===== config.mk =====
export PLATFORM = sky130hd
export DESIGN_NAME = fault_handler
export DESIGN_NICKNAME = d
export VERILOG_FILES = /design/src/inc/fault_pkg.sv /design/src/rtl/fault_handler.sv /design/src/rtl/fault_memory.sv
export SDC_FILE = /design/constraint.sdc
export NUM_CORES = 1
export LEC_CHECK = 0
export ABC_AREA = 1
export BUFFER_PORTS_ARGS = -buffer_cell sky130_fd_sc_hd__buf_2
export CAP_MARGIN = 20
export CORE_AREA = 2 2 157 159
export CTS_BUF_LIST = sky130_fd_sc_hd__clkbuf_16
export DETAILED_ROUTE_END_ITERATION = 12
export DIE_AREA = 0 0 159 161
export PLACE_DENSITY_LB_ADDON = 0.2
export RECOVER_POWER = 100
export SYNTH_ARGS = -nofsm -noshare
export SYNTH_HDL_FRONTEND = slang
export SYNTH_HIERARCHICAL = 1
export SYNTH_SLANG_ARGS = --single-unit

===== constraint.sdc =====
create_clock -name ref_clk -period 10.3 [get_ports ref_clk]
set_input_delay 1.03 -clock ref_clk [delete_from_list [all_inputs] [get_ports ref_clk]]
set_output_delay 1.03 -clock ref_clk [all_outputs]
set_load 0.03 [all_outputs]

===== src/inc/fault_pkg.sv =====
/*
  Shared constants and types for the runtime fault handler.
  Assumes a single 20 MHz clock domain and synchronous inputs.
*/
package fault_pkg;
  localparam int CLASS_W = 3;
  localparam int CODE_W = 8;
  localparam int ENTRY_W = CLASS_W + CODE_W;
  localparam int MEM_DEPTH = 16;
  localparam int HALF_DEPTH = 8;
  localparam int IDX_W = 4;
  localparam int SIG_W = 8;
  localparam int FW_W = 16;
  localparam logic [CLASS_W-1:0] CLS_SYSTEM = 3'h0;
  localparam logic [CLASS_W-1:0] CLS_FATAL = 3'h1;
  localparam logic [CLASS_W-1:0] CLS_NONFATAL = 3'h2;
  localparam logic [CLASS_W-1:0] CLS_SETTING = 3'h3;
  localparam logic [CLASS_W-1:0] CLS_PROG = 3'h4;
  localparam logic [CLASS_W-1:0] CLS_SIGNAL = 3'h5;
  localparam logic [CODE_W-1:0] DISP_RESET = 8'h00;
  // Display mode codes for on-line operation
  localparam logic [CODE_W-1:0] MODE_SER_A = 8'h60;
  localparam logic [CODE_W-1:0] MODE_SER_B = 8'h70;
  localparam logic [CODE_W-1:0] MODE_CAN_A = 8'h63;
  localparam logic [CODE_W-1:0] MODE_CAN_B = 8'h73;
  localparam logic [CODE_W-1:0] MODE_APP = 8'h01;
  // Flash half period: 250 ms at 50 ns per cycle
  localparam int FLASH_MS = 250;
  localparam int CLK_NS = 50;
  localparam int FLASH_CYC = FLASH_MS * 1000000 / CLK_NS;
  localparam int FLASH_W = 24;
  // On-line command codes
  localparam int CMD_W = 6;
  localparam logic [CMD_W-1:0] CMD_INIT = 6'h01;
  localparam logic [CMD_W-1:0] CMD_FAULT_CLR = 6'h02;
  localparam logic [CMD_W-1:0] CMD_SIG_CLR = 6'h03;
  localparam logic [CMD_W-1:0] CMD_SIG_RD = 6'h04;
  localparam logic [CMD_W-1:0] CMD_STAT_RD = 6'h05;
  localparam logic [CMD_W-1:0] CMD_TIMEOUT = 6'h06;
  localparam logic [CMD_W-1:0] CMD_MOVE = 6'h07;
  localparam logic [CMD_W-1:0] CMD_CONT = 6'h08;
  localparam logic [CMD_W-1:0] CMD_STOP = 6'h09;
  localparam logic [CMD_W-1:0] CMD_FW_RD = 6'h0a;
  localparam logic [15:0] PARAM_RESET = 16'h0000;
  typedef enum logic [1:0] {
    ST_STOP = 2'b01,
    ST_RUN = 2'b10
  } ctl_state_t;
endpackage


===== src/rtl/fault_handler.sv =====
/*
  Runtime fault class handler with on-line command acceptance.
  Assumes faults, commands and buttons arrive as synchronous one-cycle pulses.
*/
// Overview of operation
// RL1 - Class 0 stops, locks out running; only reboot clears it.
// RL2 - Classes 1 to 3 stop and log; running may resume later.
// RL3 - Class 4 keeps running, logs, sets resource fault word bit.
// RL4 - Class 5 keeps running, halts axis, latches signal word, logs.
// RL5 - Classes 0 to 4 flash their code on the display.
// RL6 - Log holds sixteen: first eight and last eight.
// RL7 - Address button steps display to the next stored entry.
// RL8 - Controller reset or restart purges all but class 0 entries.
// RL9 - Host reads any entry with class and detail code.
// RL10 - Host selects mode 60 or 70 for serial commands.
// RL11 - Host selects mode 63 or 73 for CAN commands.
// RL12 - Host sets node address via setting 61 or 71.
// RL13 - Host sets bit rate via 62 or 72 where needed.
// RL14 - Each received command executes at once, one at a time.
// RL15 - Host initialises axis power before any movement command.
// RL16 - Command parameters live in volatile registers only.
// RL17 - Commands are accepted in application mode too.
// RL18 - Timeout command is rejected on the excluded fieldbus variant.
// RL19 - Commands clear faults and signals; reads return signals and status.
// RL20 - Continue resumes only when no class 0 fault exists.
// RL21 - Stopped state halts program, drive off, outputs disabled.
// RL22 - When full, new faults overwrite oldest of the late group.
// RL23 - Simultaneous faults get the most severe response.
`timescale 1ns/100ps
module fault_handler
  import fault_pkg::*;
(
  input wire logic ref_clk,
  input wire logic sys_rst,
  input wire logic [5:0] fault_req,
  input wire logic [fault_pkg::CODE_W-1:0] fault_code,
  input wire logic [fault_pkg::SIG_W-1:0] active_signal,
  input wire logic [fault_pkg::FW_W-1:0] fault_word_bit,
  input wire logic ctl_reset,
  input wire logic prog_restart,
  input wire logic adr_press,
  input wire logic [fault_pkg::CODE_W-1:0] mode_setting,
  input wire logic no_timeout_variant,
  input wire logic cmd_valid,
  input wire logic [fault_pkg::CMD_W-1:0] cmd_op,
  input wire logic [15:0] cmd_param,
  input wire logic [fault_pkg::IDX_W-1:0] host_idx,
  output logic [fault_pkg::CODE_W-1:0] disp_code,
  output logic disp_flash,
  output logic run_state,
  output logic drive_enable,
  output logic outputs_enable,
  output logic system_lock,
  output logic axis_halt,
  output logic [fault_pkg::FW_W-1:0] fault_word,
  output logic [fault_pkg::SIG_W-1:0] signal_word,
  output logic [fault_pkg::ENTRY_W-1:0] host_entry,
  output logic host_entry_valid,
  output logic cmd_done,
  output logic cmd_reject,
  output logic [15:0] cmd_rdata,
  output logic [15:0] move_param,
  output logic move_start
);
  import fault_pkg::*;

  ctl_state_t state_q;
  logic [CLASS_W-1:0] worst_cls;
  logic any_fault, stop_fault, purge, cmd_ok, is_online;
  logic [ENTRY_W-1:0] mem_entry;
  logic mem_vld;
  logic [IDX_W:0] mem_cnt;
  logic [IDX_W-1:0] disp_idx_q;
  logic [FLASH_W-1:0] flash_cnt_q;
  logic flash_q, showing_q, power_init_q;
  logic [CODE_W-1:0] disp_code_q;

  // Lowest class number is the most severe
  function automatic logic [CLASS_W-1:0] worst(input logic [5:0] req);
    logic [CLASS_W-1:0] c;
    c = CLS_SIGNAL;
    for (int i = 5; i >= 0; i--) begin
      if (req[i]) begin
        c = CLASS_W'(i);
      end
    end
    return c;
  endfunction

  assign any_fault = |fault_req;
  assign worst_cls = worst(fault_req); // RL23
  assign stop_fault = |fault_req[3:0];
  assign purge = ctl_reset | prog_restart; // RL8
  assign is_online = mode_setting == MODE_SER_A || mode_setting == MODE_SER_B ||
    mode_setting == MODE_CAN_A || mode_setting == MODE_CAN_B ||
    mode_setting == MODE_APP; // RL17
  assign cmd_ok = cmd_valid && is_online;

  fault_memory u_mem (
    .ref_clk(ref_clk),
    .sys_rst(sys_rst),
    .wr_en(any_fault),
    .wr_entry({worst_cls, fault_code}),
    .purge(purge),
    .rd_idx(adr_press ? disp_idx_q : host_idx),
    .rd_entry(mem_entry),
    .rd_valid(mem_vld),
    .count(mem_cnt)
  );

  ////////////////////////////////////////////////////////////////////////////
  // Controller state

  // Stop wins over continue so a new fault is never masked
  always_ff @(posedge ref_clk or posedge sys_rst) begin
    if (sys_rst) begin
      state_q <= ST_STOP;
    end else begin
      case (state_q)
        ST_RUN: begin
          if (stop_fault || purge || (cmd_ok && cmd_op == CMD_STOP)) begin
            state_q <= ST_STOP; // RL1 RL2
          end
        end
        ST_STOP: begin
          if (cmd_ok && cmd_op == CMD_CONT && !system_lock && !stop_fault) begin
            state_q <= ST_RUN; // RL20 RL2
          end
        end
        default: state_q <= ST_STOP;
      endcase
    end
  end

  // Class 0 lock; only sys_rst (boot) releases it
  always_ff @(posedge ref_clk or posedge sys_rst) begin
    if (sys_rst) begin
      system_lock <= 1'b0;
    end else if (fault_req[0]) begin
      system_lock <= 1'b1; // RL1
    end
  end

  // Stopped state gates drive and outputs
  always_ff @(posedge ref_clk or posedge sys_rst) begin
    if (sys_rst) begin
      run_state <= 1'b0;
      drive_enable <= 1'b0;
      outputs_enable <= 1'b0;
    end else begin
      run_state <= state_q == ST_RUN;
      drive_enable <= state_q == ST_RUN && power_init_q; // RL21
      outputs_enable <= state_q == ST_RUN; // RL21
    end
  end

  ////////////////////////////////////////////////////////////////////////////
  // Resource words; a new event wins over a clear in the same cycle

  always_ff @(posedge ref_clk or posedge sys_rst) begin
    if (sys_rst) begin
      fault_word <= '0;
    end else begin
      fault_word <= (fault_word & ~{FW_W{purge || (cmd_ok && cmd_op == CMD_FAULT_CLR)}}) |
        (fault_req[4] ? fault_word_bit : '0); // RL3 RL19
    end
  end

  always_ff @(posedge ref_clk or posedge sys_rst) begin
    if (sys_rst) begin
      signal_word <= '0;
      axis_halt <= 1'b0;
    end else begin
      signal_word <= (signal_word & ~{SIG_W{cmd_ok && cmd_op == CMD_SIG_CLR}}) |
        (fault_req[5] ? active_signal : '0); // RL4 RL19
      if (fault_req[5] && |active_signal) begin
        axis_halt <= 1'b1; // RL4
      end else if (cmd_ok && (cmd_op == CMD_SIG_CLR || cmd_op == CMD_MOVE)) begin
        axis_halt <= 1'b0;
      end
    end
  end

  ////////////////////////////////////////////////////////////////////////////
  // Status display

  // Flash timer free-runs; cheap and keeps all digits in phase
  always_ff @(posedge ref_clk or posedge sys_rst) begin
    if (sys_rst) begin
      flash_cnt_q <= '0;
      flash_q <= 1'b0;
    end else if (flash_cnt_q == FLASH_W'(FLASH_CYC - 1)) begin
      flash_cnt_q <= '0;
      flash_q <= ~flash_q;
    end else begin
      flash_cnt_q <= flash_cnt_q + 1'b1;
    end
  end

  // New class 0..4 fault shows its code; address button steps the log
  always_ff @(posedge ref_clk or posedge sys_rst) begin
    if (sys_rst) begin
      disp_code_q <= DISP_RESET;
      showing_q <= 1'b0;
      disp_idx_q <= '0;
    end else if (any_fault && worst_cls != CLS_SIGNAL) begin
      disp_code_q <= fault_code; // RL5
      showing_q <= 1'b1;
    end else if (adr_press && mem_cnt != '0) begin
      disp_idx_q <= (disp_idx_q + 1'b1 >= mem_cnt[IDX_W-1:0] &&
        mem_cnt != (IDX_W+1)'(MEM_DEPTH)) ? '0 : disp_idx_q + 1'b1; // RL7
      disp_code_q <= mem_entry[CODE_W-1:0];
      showing_q <= mem_vld;
    end else if (purge && !system_lock) begin
      showing_q <= 1'b0;
    end
  end

  always_ff @(posedge ref_clk or posedge sys_rst) begin
    if (sys_rst) begin
      disp_code <= DISP_RESET;
      disp_flash <= 1'b0;
    end else begin
      disp_code <= showing_q ? disp_code_q : mode_setting;
      disp_flash <= showing_q & flash_q; // RL5
    end
  end

  ////////////////////////////////////////////////////////////////////////////
  // Host read port and on-line commands

  // Host read follows host_idx one cycle late; the button borrows the port
  always_ff @(posedge ref_clk or posedge sys_rst) begin
    if (sys_rst) begin
      host_entry <= '0;
      host_entry_valid <= 1'b0;
    end else begin
      host_entry <= mem_entry; // RL9
      host_entry_valid <= mem_vld && !adr_press; // Stale while the display reads
    end
  end

  // One command per cycle, executed on receipt; parameters are volatile flops
  always_ff @(posedge ref_clk or posedge sys_rst) begin
    if (sys_rst) begin
      cmd_done <= 1'b0;
      cmd_reject <= 1'b0;
      cmd_rdata <= '0;
      move_param <= PARAM_RESET; // RL16
      move_start <= 1'b0;
      power_init_q <= 1'b0;
    end else begin
      cmd_done <= 1'b0;
      cmd_reject <= 1'b0;
      move_start <= 1'b0;
      if (cmd_valid && !cmd_ok) begin
        cmd_reject <= 1'b1;
      end else if (cmd_ok) begin
        cmd_done <= 1'b1; // RL14
        case (cmd_op)
          CMD_INIT: power_init_q <= 1'b1;
          CMD_MOVE: begin
            move_param <= cmd_param; // RL16
            move_start <= power_init_q && state_q == ST_RUN;
          end
          CMD_SIG_RD: cmd_rdata <= {8'h00, signal_word}; // RL19
          CMD_STAT_RD: cmd_rdata <= {11'h000, system_lock, axis_halt, 2'h0,
            state_q == ST_RUN}; // RL19
          CMD_FW_RD: cmd_rdata <= fault_word;
          CMD_TIMEOUT: begin
            if (no_timeout_variant) begin
              cmd_done <= 1'b0;
              cmd_reject <= 1'b1; // RL18
            end
          end
          default: cmd_rdata <= cmd_rdata;
        endcase
      end
    end
  end
endmodule


===== src/rtl/fault_memory.sv =====
/*
  Sixteen-entry fault log: first eight kept, last eight as a ring.
  Assumes one write request per cycle at most, synchronous to ref_clk.
*/
`timescale 1ns/100ps
module fault_memory
  import fault_pkg::*;
(
  input wire logic ref_clk,
  input wire logic sys_rst,
  input wire logic wr_en,
  input wire logic [fault_pkg::ENTRY_W-1:0] wr_entry,
  input wire logic purge,
  input wire logic [fault_pkg::IDX_W-1:0] rd_idx,
  output logic [fault_pkg::ENTRY_W-1:0] rd_entry,
  output logic rd_valid,
  output logic [fault_pkg::IDX_W:0] count
);
  logic [ENTRY_W-1:0] mem_q [MEM_DEPTH];
  logic [MEM_DEPTH-1:0] vld_q;
  logic [IDX_W-1:0] wptr_q;
  logic [IDX_W:0] cnt_q;
  logic [IDX_W-1:0] slot;

  // Early half fills first, then the late half wraps on itself
  assign slot = (cnt_q < IDX_W'(HALF_DEPTH)) ? cnt_q[IDX_W-1:0] : wptr_q; // RL6 RL22

  // Entry storage; class 0 entries survive a purge
  always_ff @(posedge ref_clk or posedge sys_rst) begin
    if (sys_rst) begin
      vld_q <= '0;
    end else begin
      for (int i = 0; i < MEM_DEPTH; i++) begin
        if (wr_en && slot == IDX_W'(i)) begin
          mem_q[i] <= wr_entry;
          vld_q[i] <= 1'b1;
        end else if (purge && mem_q[i][ENTRY_W-1:CODE_W] != CLS_SYSTEM) begin
          vld_q[i] <= 1'b0; // RL8
        end
      end
    end
  end

  // Count and ring pointer; purge keeps the log shape, count and pointer unchanged
  always_ff @(posedge ref_clk or posedge sys_rst) begin
    if (sys_rst) begin
      cnt_q <= '0;
      wptr_q <= IDX_W'(HALF_DEPTH);
    end else if (wr_en) begin
      if (cnt_q < (IDX_W+1)'(MEM_DEPTH)) begin
        cnt_q <= cnt_q + 1'b1;
      end
      if (cnt_q >= (IDX_W+1)'(HALF_DEPTH)) begin
        wptr_q <= (wptr_q == IDX_W'(MEM_DEPTH-1)) ? IDX_W'(HALF_DEPTH) : wptr_q + 1'b1; // RL22
      end
    end
  end

  assign rd_entry = mem_q[rd_idx];
  assign rd_valid = vld_q[rd_idx];
  assign count = cnt_q;
endmodule


* Word-level counts from Yosys, hierarchy flattened
Memory sizes are Yosys's and may differ from the RTL's. Index checks and enable logic that the tools add are counted.
Word-level totals: flip-flop bits (word level) 150, input bits 79, word-level logic and storage cells 385, memories kept 1, memory bits (writable) 176
Memory list:
- u_mem.mem_q | words 16, bits a word 11, rd ports 17, clocked after Yosys merged registers in 0, write ports 1, line fault_memory.sv:19 | logic [ENTRY_W-1:0] mem_q [MEM_DEPTH];
Operators by class: bitwise gates (word level) 11, $lt $le $gt $ge 5, reductions and logical operators 140, multiplexer cells 146, eq/ne operators 38, add/subtract/negate cells 4
Operators by type and width (count):
- 11-bit 2-to-1 mux | 15
- 11-bit OR reduction | 15
- 1-bit 2-to-1 mux | 97
- 4-bit 2-to-1 mux | 19
- 1-bit logical AND | 64
- 3-bit nonzero test | 18
- 16-bit case mux with 3 select lines | 1
- 4-bit == test, second input constant | 9
- 2-bit nonzero test | 18
- 8-bit by 7-bit == test with 1-bit output, second input constant | 4
- 8-bit 2-to-1 mux | 4
- 24-bit by 1-bit adder with 24-bit output, second input constant | 1
- 24-bit by 23-bit == test with 1-bit output, second input constant | 1
- 6-bit by 3-bit == test with 1-bit output, second input constant | 4
- 24-bit 2-to-1 mux | 1
- 6-bit by 4-bit == test with 1-bit output, second input constant | 3
- 16-bit AND | 1
- 4-bit by 3-bit == test with 1-bit output, second input constant | 4
- 16-bit 2-to-1 mux | 1
- 16-bit inverter | 1
- 16-bit bitwise OR | 1
- 6-bit by 2-bit == test with 1-bit output, second input constant | 2
- 3-bit 2-to-1 mux | 4
- 3-bit AND reduction | 3
- 33 further kinds | 53

* Depth between registers and ports, before layout
depth after elaboration 23, mapped depth 16, depth with buffers taken out 13

* Modules after synthesis
The synthesis kept the hierarchy.
By module, submodules not included:
- fault_memory | times used 1, cells an instance 923, seq. area each 5911.9 um^2, area each 9037.4 um^2
- fault_handler | times used 1, cells an instance 701, seq. area each 3129.3 um^2, area each 6083.3 um^2

* Worst setup path before layout
OpenSTA, ideal clock, no wires.
path type in2reg, start input fault_req[4], end memory u_mem/mem_q[3][0] (netlist name) (enable), arrival 2.333 ns, stages on the path 5, required time 9.907 ns, path slack 7.574 ns, path through buf_2 -> nor2_8 -> nand2_1 -> nand3_1 -> nor3_1
Between the ends: cells in the longest elaborated chain, start to end 21, elaborated cells between the ends (all ways) 110, those cells by class 62 x mux; 48 x reduce/logical
RTL lines:
- start: declaration | line fault_handler.sv:35 | input wire logic [5:0] fault_req,
- 6-bit OR reduction (*) | line fault_handler.sv:90 | assign any_fault = |fault_req;
- via any_fault | line fault_handler.sv:69 | logic any_fault, stop_fault, purge, cmd_ok, is_online;
- 1-bit logical AND | line fault_memory.sv:34 | if (wr_en && slot == IDX_W'(i)) begin
- 1-bit 2-to-1 mux | line fault_memory.sv:34
- 1-bit logical AND (not written as such) | line fault_memory.sv:35 | mem_q[i] <= wr_entry;
- 1-bit 2-to-1 mux (not written as such) | line fault_memory.sv:35
- 11-bit OR reduction (no line)
- 4-bit 2-to-1 mux (no line) or 1-bit 2-to-1 mux (tied branches) (15 in series)
- end: declaration | line fault_memory.sv:19
The timed path passes the listed nets; every way through them passes the cells marked *.

* Worst setup path after layout
start input adr_press, end register disp_code_q[4]
Between the ends: cells in the longest elaborated chain, start to end 4, elaborated cells between the ends (all ways) 6, those cells by class 3 x mux; 2 x reduce/logical; 1 x memory
RTL lines:
- start: declaration | line fault_handler.sv:41 | input wire logic adr_press,
- 4-bit 2-to-1 mux | line fault_handler.sv:105 | .rd_idx(adr_press ? disp_idx_q : host_idx),
- memory 16 x 11 bit
- via mem_entry[4] | line fault_handler.sv:70 | logic [ENTRY_W-1:0] mem_entry;
- 8-bit 2-to-1 mux | line fault_handler.sv:209 | end else if (adr_press && mem_cnt != '0) begin
- 8-bit 2-to-1 mux | line fault_handler.sv:206 | end else if (any_fault && worst_cls != CLS_SIGNAL) begin
- end signal: assignment | line fault_handler.sv:207 | disp_code_q <= fault_code;
- end signal: assignment | line fault_handler.sv:212 | disp_code_q <= mem_entry[CODE_W-1:0];
- end: declaration | line fault_handler.sv:76 | logic [CODE_W-1:0] disp_code_q;
The timed path passes the listed nets, and every way through them passes these cells. The select of a mux whose other input is x is not followed. A chain may end at the register's enable or synchronous reset.

==> impl_results.md <==
* Outcome: finished, violations left
* Violated checks: capacitance limit, slew limit
* Post-CTS sizing at 0
* Maximum number of buffers from clock root to sink at 3
* Routed WL per cell at 17.7 um
* Startpoint type of the worst setup path: input port
* # IOs at 164
* Final RePlAce weighted congestion at 0.897
* Starting density of the core at 0.631
* PD cells at 193 mW/mm^2
* Tightest Pin Transition at 2.93 ns
* Path category of the worst min-delay check: reg -> reg
* End-of-flow core utilization at 0.704
* Combined buffer and inverter count along the critical path at 4
* Post-CTS clock slew at the launch and capture registers of the worst setup and hold paths at 0.06 ns
* RSZ-0062 raised after global routing: no
* Final #Nets at 1876
* Number of antenna diodes at 0
* Layout overhead on the synthesized area at 11.6%
* Number of antenna-violating nets in the routed design at 0
* Post-CTS Repair Setup Buffers at 0
* Wirelength, routed at 37900 um
* Antenna violations before repair at 0
* Vias post-DR at 11600
* Summed instance area of the synthesized netlist at 0.0151 sq mm
* Count of unique library cells instantiated by Yosys at 39
* Final setup violation count at 0
* CTS tree: done
* Row count at 57
* Max_slew headroom at -0.966
* Endpoint of the worst hold-timing path: cmd_rdata[3]$_DFFE_PP0P_
* Number of buffers inserted by port buffering at 163
* Final slew viol count at 132
* Min-Delay Startpoint: cmd_rdata[3]$_DFFE_PP0P_
* Area of the core region at 0.0240 sq mm
* Remaining global-route overflow at 0
* Worst hold slack at 0.479 ns
* Number of violations reported at the end of detailed-routing iteration 0 at 1174
* Cell area reported after detailed placement at 0.0161 sq mm
* WS Path Type: in -> reg
* Die Height at 161 um
* Reg2Reg Depth at 13
* Post-Syn Area per Cell at 9.31 sq um
* Hold depth at 2
* Overall global routing resource usage at 0.297
* Yosys Warn Count at 6
* Endpoint of the lowest-slack register-to-register path: disp_code_q[4]$_DFFE_PP0P_
* Worst setup skew after layout at 0.0130 ns
* Startpoint of the lowest-slack register-to-register path: disp_idx_q[0]$_DFFE_PP0P_
* Data arrival time of the critical path at 5.77 ns
* Largest net degree at the start of global routing at 101
* Clock latency at the later pin of the worst-skew pair at 0.52 ns
* R2r setup slk at 5.29 ns
* Die Area at 0.0256 sq mm
* IR Drop Worst-Case VDD at 0.134 mV
* TritonRoute pass-1 iters at 6
* MaxCap Viol Count at 3
* Placed wire-length estimate at 25400 um
* Hold Violations, Final at 0
* Finished layout cell area at 0.0169 sq mm
* Global-route wire length before repair at 59200 um
* Share of the yosys chip area belonging to registers at 0.598
* Post-route total power at 3.25 mW
* Avg Vias per Cell at 5.45
* Commonest register cell after synthesis: sky130_fd_sc_hd__edfxtp_1
* Vias in the first global route at 11300
* Critical Path, Cell by Cell: clkbuf_1 > nor2_1 > a21oi_4 > buf_4 > inv_1 > clkbuf_1 > nand2_1 > nand3_1 > nand3_1 > nand3_1 > nand2_1 > nand2_1 > nand3_1 > o21a_1
* Most repeated library cell on the critical path: sky130_fd_sc_hd__nand3_1
* Die boundary width at 159 um
* Part of the cycle the worst path needs at 0.520
* Inserted Clock Buffers at 35
* Master of the slowest instance on the critical path: sky130_fd_sc_hd__clkbuf_1
* Tmin final at 5.36 ns
* CTS root buf: sky130_fd_sc_hd__clkbuf_16
* Hold_buf cts at 0
* Seq cells post-synth at 326
* Residual DRC at 0
* Max Fclk at 0.187 GHz
* H-tree level count at 2
* CP peak stage delay at 1.70 ns
* Kind of cell with the highest combined delay on the critical path: buffers and inverters
* Synthesized instance count at 1624
* Maximum fanout along the worst path at 100
* CTS sink count at 326
* Fin Setup TNS at 0 ns
* Layout cells sized above 1 at 0.0915
* Async set or reset register ratio after synthesis at 0.460
* Required time reported for the critical path endpoint at 10.71 ns
* Number of enable flip-flop cells after synthesis at 176
* Syn nets at 1712
* Static leakage power at 8.05 nW
* Endpoint type of the worst setup path: register
[logic make-up (layout without fill, tap and decap cells)]
kind of cell / Yosys count / after routing / synth area share
xor+xnor: 17 / 17 / 0.00985
mux: 8 / 8 / 0.00596
compound gates: 94 / 94 / 0.0382
flops: 326 / 326 / 0.598
simple gates: 847 / 847 / 0.251
fa+ha+maj: 9 / 9 / 0.00745
buf+inv: 323 / 513 / 0.0900
[area by class of cell]
type / count / area [sq um]
Sequential cell: 326 / 9040
Fill cell: 1899 / 7080
Multi-Input combinational cell: 975 / 4560
Inverter: 268 / 1010
Clock buffer: 38 / 951
Timing Repair Buffer: 182 / 777
Tap cell: 324 / 405
Clock inverter: 25 / 136
[tightest hold or removal path, stage by stage (launching register included)]
cell,delay [ns]
sky130_fd_sc_hd__dfrtp_1,0.34
sky130_fd_sc_hd__nand2_1,0.05
sky130_fd_sc_hd__nand2_1,0.05
[cells in the mapped netlist (10+ instances only)]
cell	count	area [sq um]
sky130_fd_sc_hd__o21ai_0	33	165
sky130_fd_sc_hd__dfrtp_1	148	3700
sky130_fd_sc_hd__xor2_1	13	114
sky130_fd_sc_hd__o21ai_1	12	60.1
sky130_fd_sc_hd__a31oi_1	16	100
sky130_fd_sc_hd__nand2_1	480	1800
sky130_fd_sc_hd__nand3_2	13	130
sky130_fd_sc_hd__edfxtp_1	176	5290
sky130_fd_sc_hd__nor2_1	78	293
sky130_fd_sc_hd__nor2_2	10	62.6
sky130_fd_sc_hd__nand4_1	16	100
sky130_fd_sc_hd__buf_6	15	169
sky130_fd_sc_hd__o21ai_2	16	140
sky130_fd_sc_hd__inv_1	257	965
sky130_fd_sc_hd__nand3_1	215	1080
sky130_fd_sc_hd__clkbuf_1	16	60.1
sky130_fd_sc_hd__buf_2	13	65.1
[sequential cells by signal, indices dropped and copies added, names as in the netlist, 2 cells and up]
register	cells
fault_word	16
disp_code_q	8
disp_code	8
flash_cnt_q	24
u_mem/vld_q	16
state_q	2
disp_idx_q	4
u_mem/mem_q	176
move_param	16
cmd_rdata	16
signal_word	8
host_entry	11
u_mem/wptr_q	4
u_mem/count	5
[power by group]
group | total, mW | internal (mW) | switching [mW]
clock network | 1.18 | 0.688 | 0.497
registers | 1.55 | 1.50 | 0.0474
logic | 0.518 | 0.135 | 0.383
total | 3.25 | 2.33 | 0.928
[layer usage]
layer	part of all wire	vias to the layer above	GRT usage	wire [um]
met1	0.39	5449	0.395	14900
met5	0	-	0	0
met2	0.48	559	0.496	18300
li1	-	5526	-	-
met3	0.085	112	0.0419	3210
met4	0.040	0	0.126	1520
[metrics by stage]
stage                     worst slack, ns  std cells
after floorplan                      5.94       1624
after global placement               6.21       2063
after detailed placement             6.10       2066
after CTS                            6.60       2129
after global routing                 4.51       2138
final                                4.94       2138
[worst max-delay path by stage]
stage / from / cells past startpoint / end
after global routing: adr_press / 15 / disp_code_q[1]$_DFFE_PP0P_
after floorplan: sys_rst / 1 / axis_halt$_DFFE_PP0P_
after global placement: adr_press / 15 / disp_code_q[1]$_DFFE_PP0P_
after CTS: adr_press / 15 / disp_code_q[1]$_DFFE_PP0P_
after detailed placement: adr_press / 15 / disp_code_q[1]$_DFFE_PP0P_
final: adr_press / 14 / disp_code_q[4]$_DFFE_PP0P_
[cell usage in the layout, fill, tap and decap left out, types with 8 or more instances in the layout]
cell,count
sky130_fd_sc_hd__buf_2,66
sky130_fd_sc_hd__ha_1,9
sky130_fd_sc_hd__xor2_1,13
sky130_fd_sc_hd__nand2_1,484
sky130_fd_sc_hd__clkbuf_1,113
sky130_fd_sc_hd__mux2_2,8
sky130_fd_sc_hd__nor2_1,86
sky130_fd_sc_hd__clkbuf_16,38
sky130_fd_sc_hd__o21ai_0,57
sky130_fd_sc_hd__inv_1,270
sky130_fd_sc_hd__dfrtp_1,148
sky130_fd_sc_hd__nand4_1,16
sky130_fd_sc_hd__a31oi_1,16
sky130_fd_sc_hd__nor3_1,9
sky130_fd_sc_hd__edfxtp_1,176
sky130_fd_sc_hd__nand3_1,220
sky130_fd_sc_hd__nand3_2,10
No activity file was read; power rests on OpenSTA's default activity.
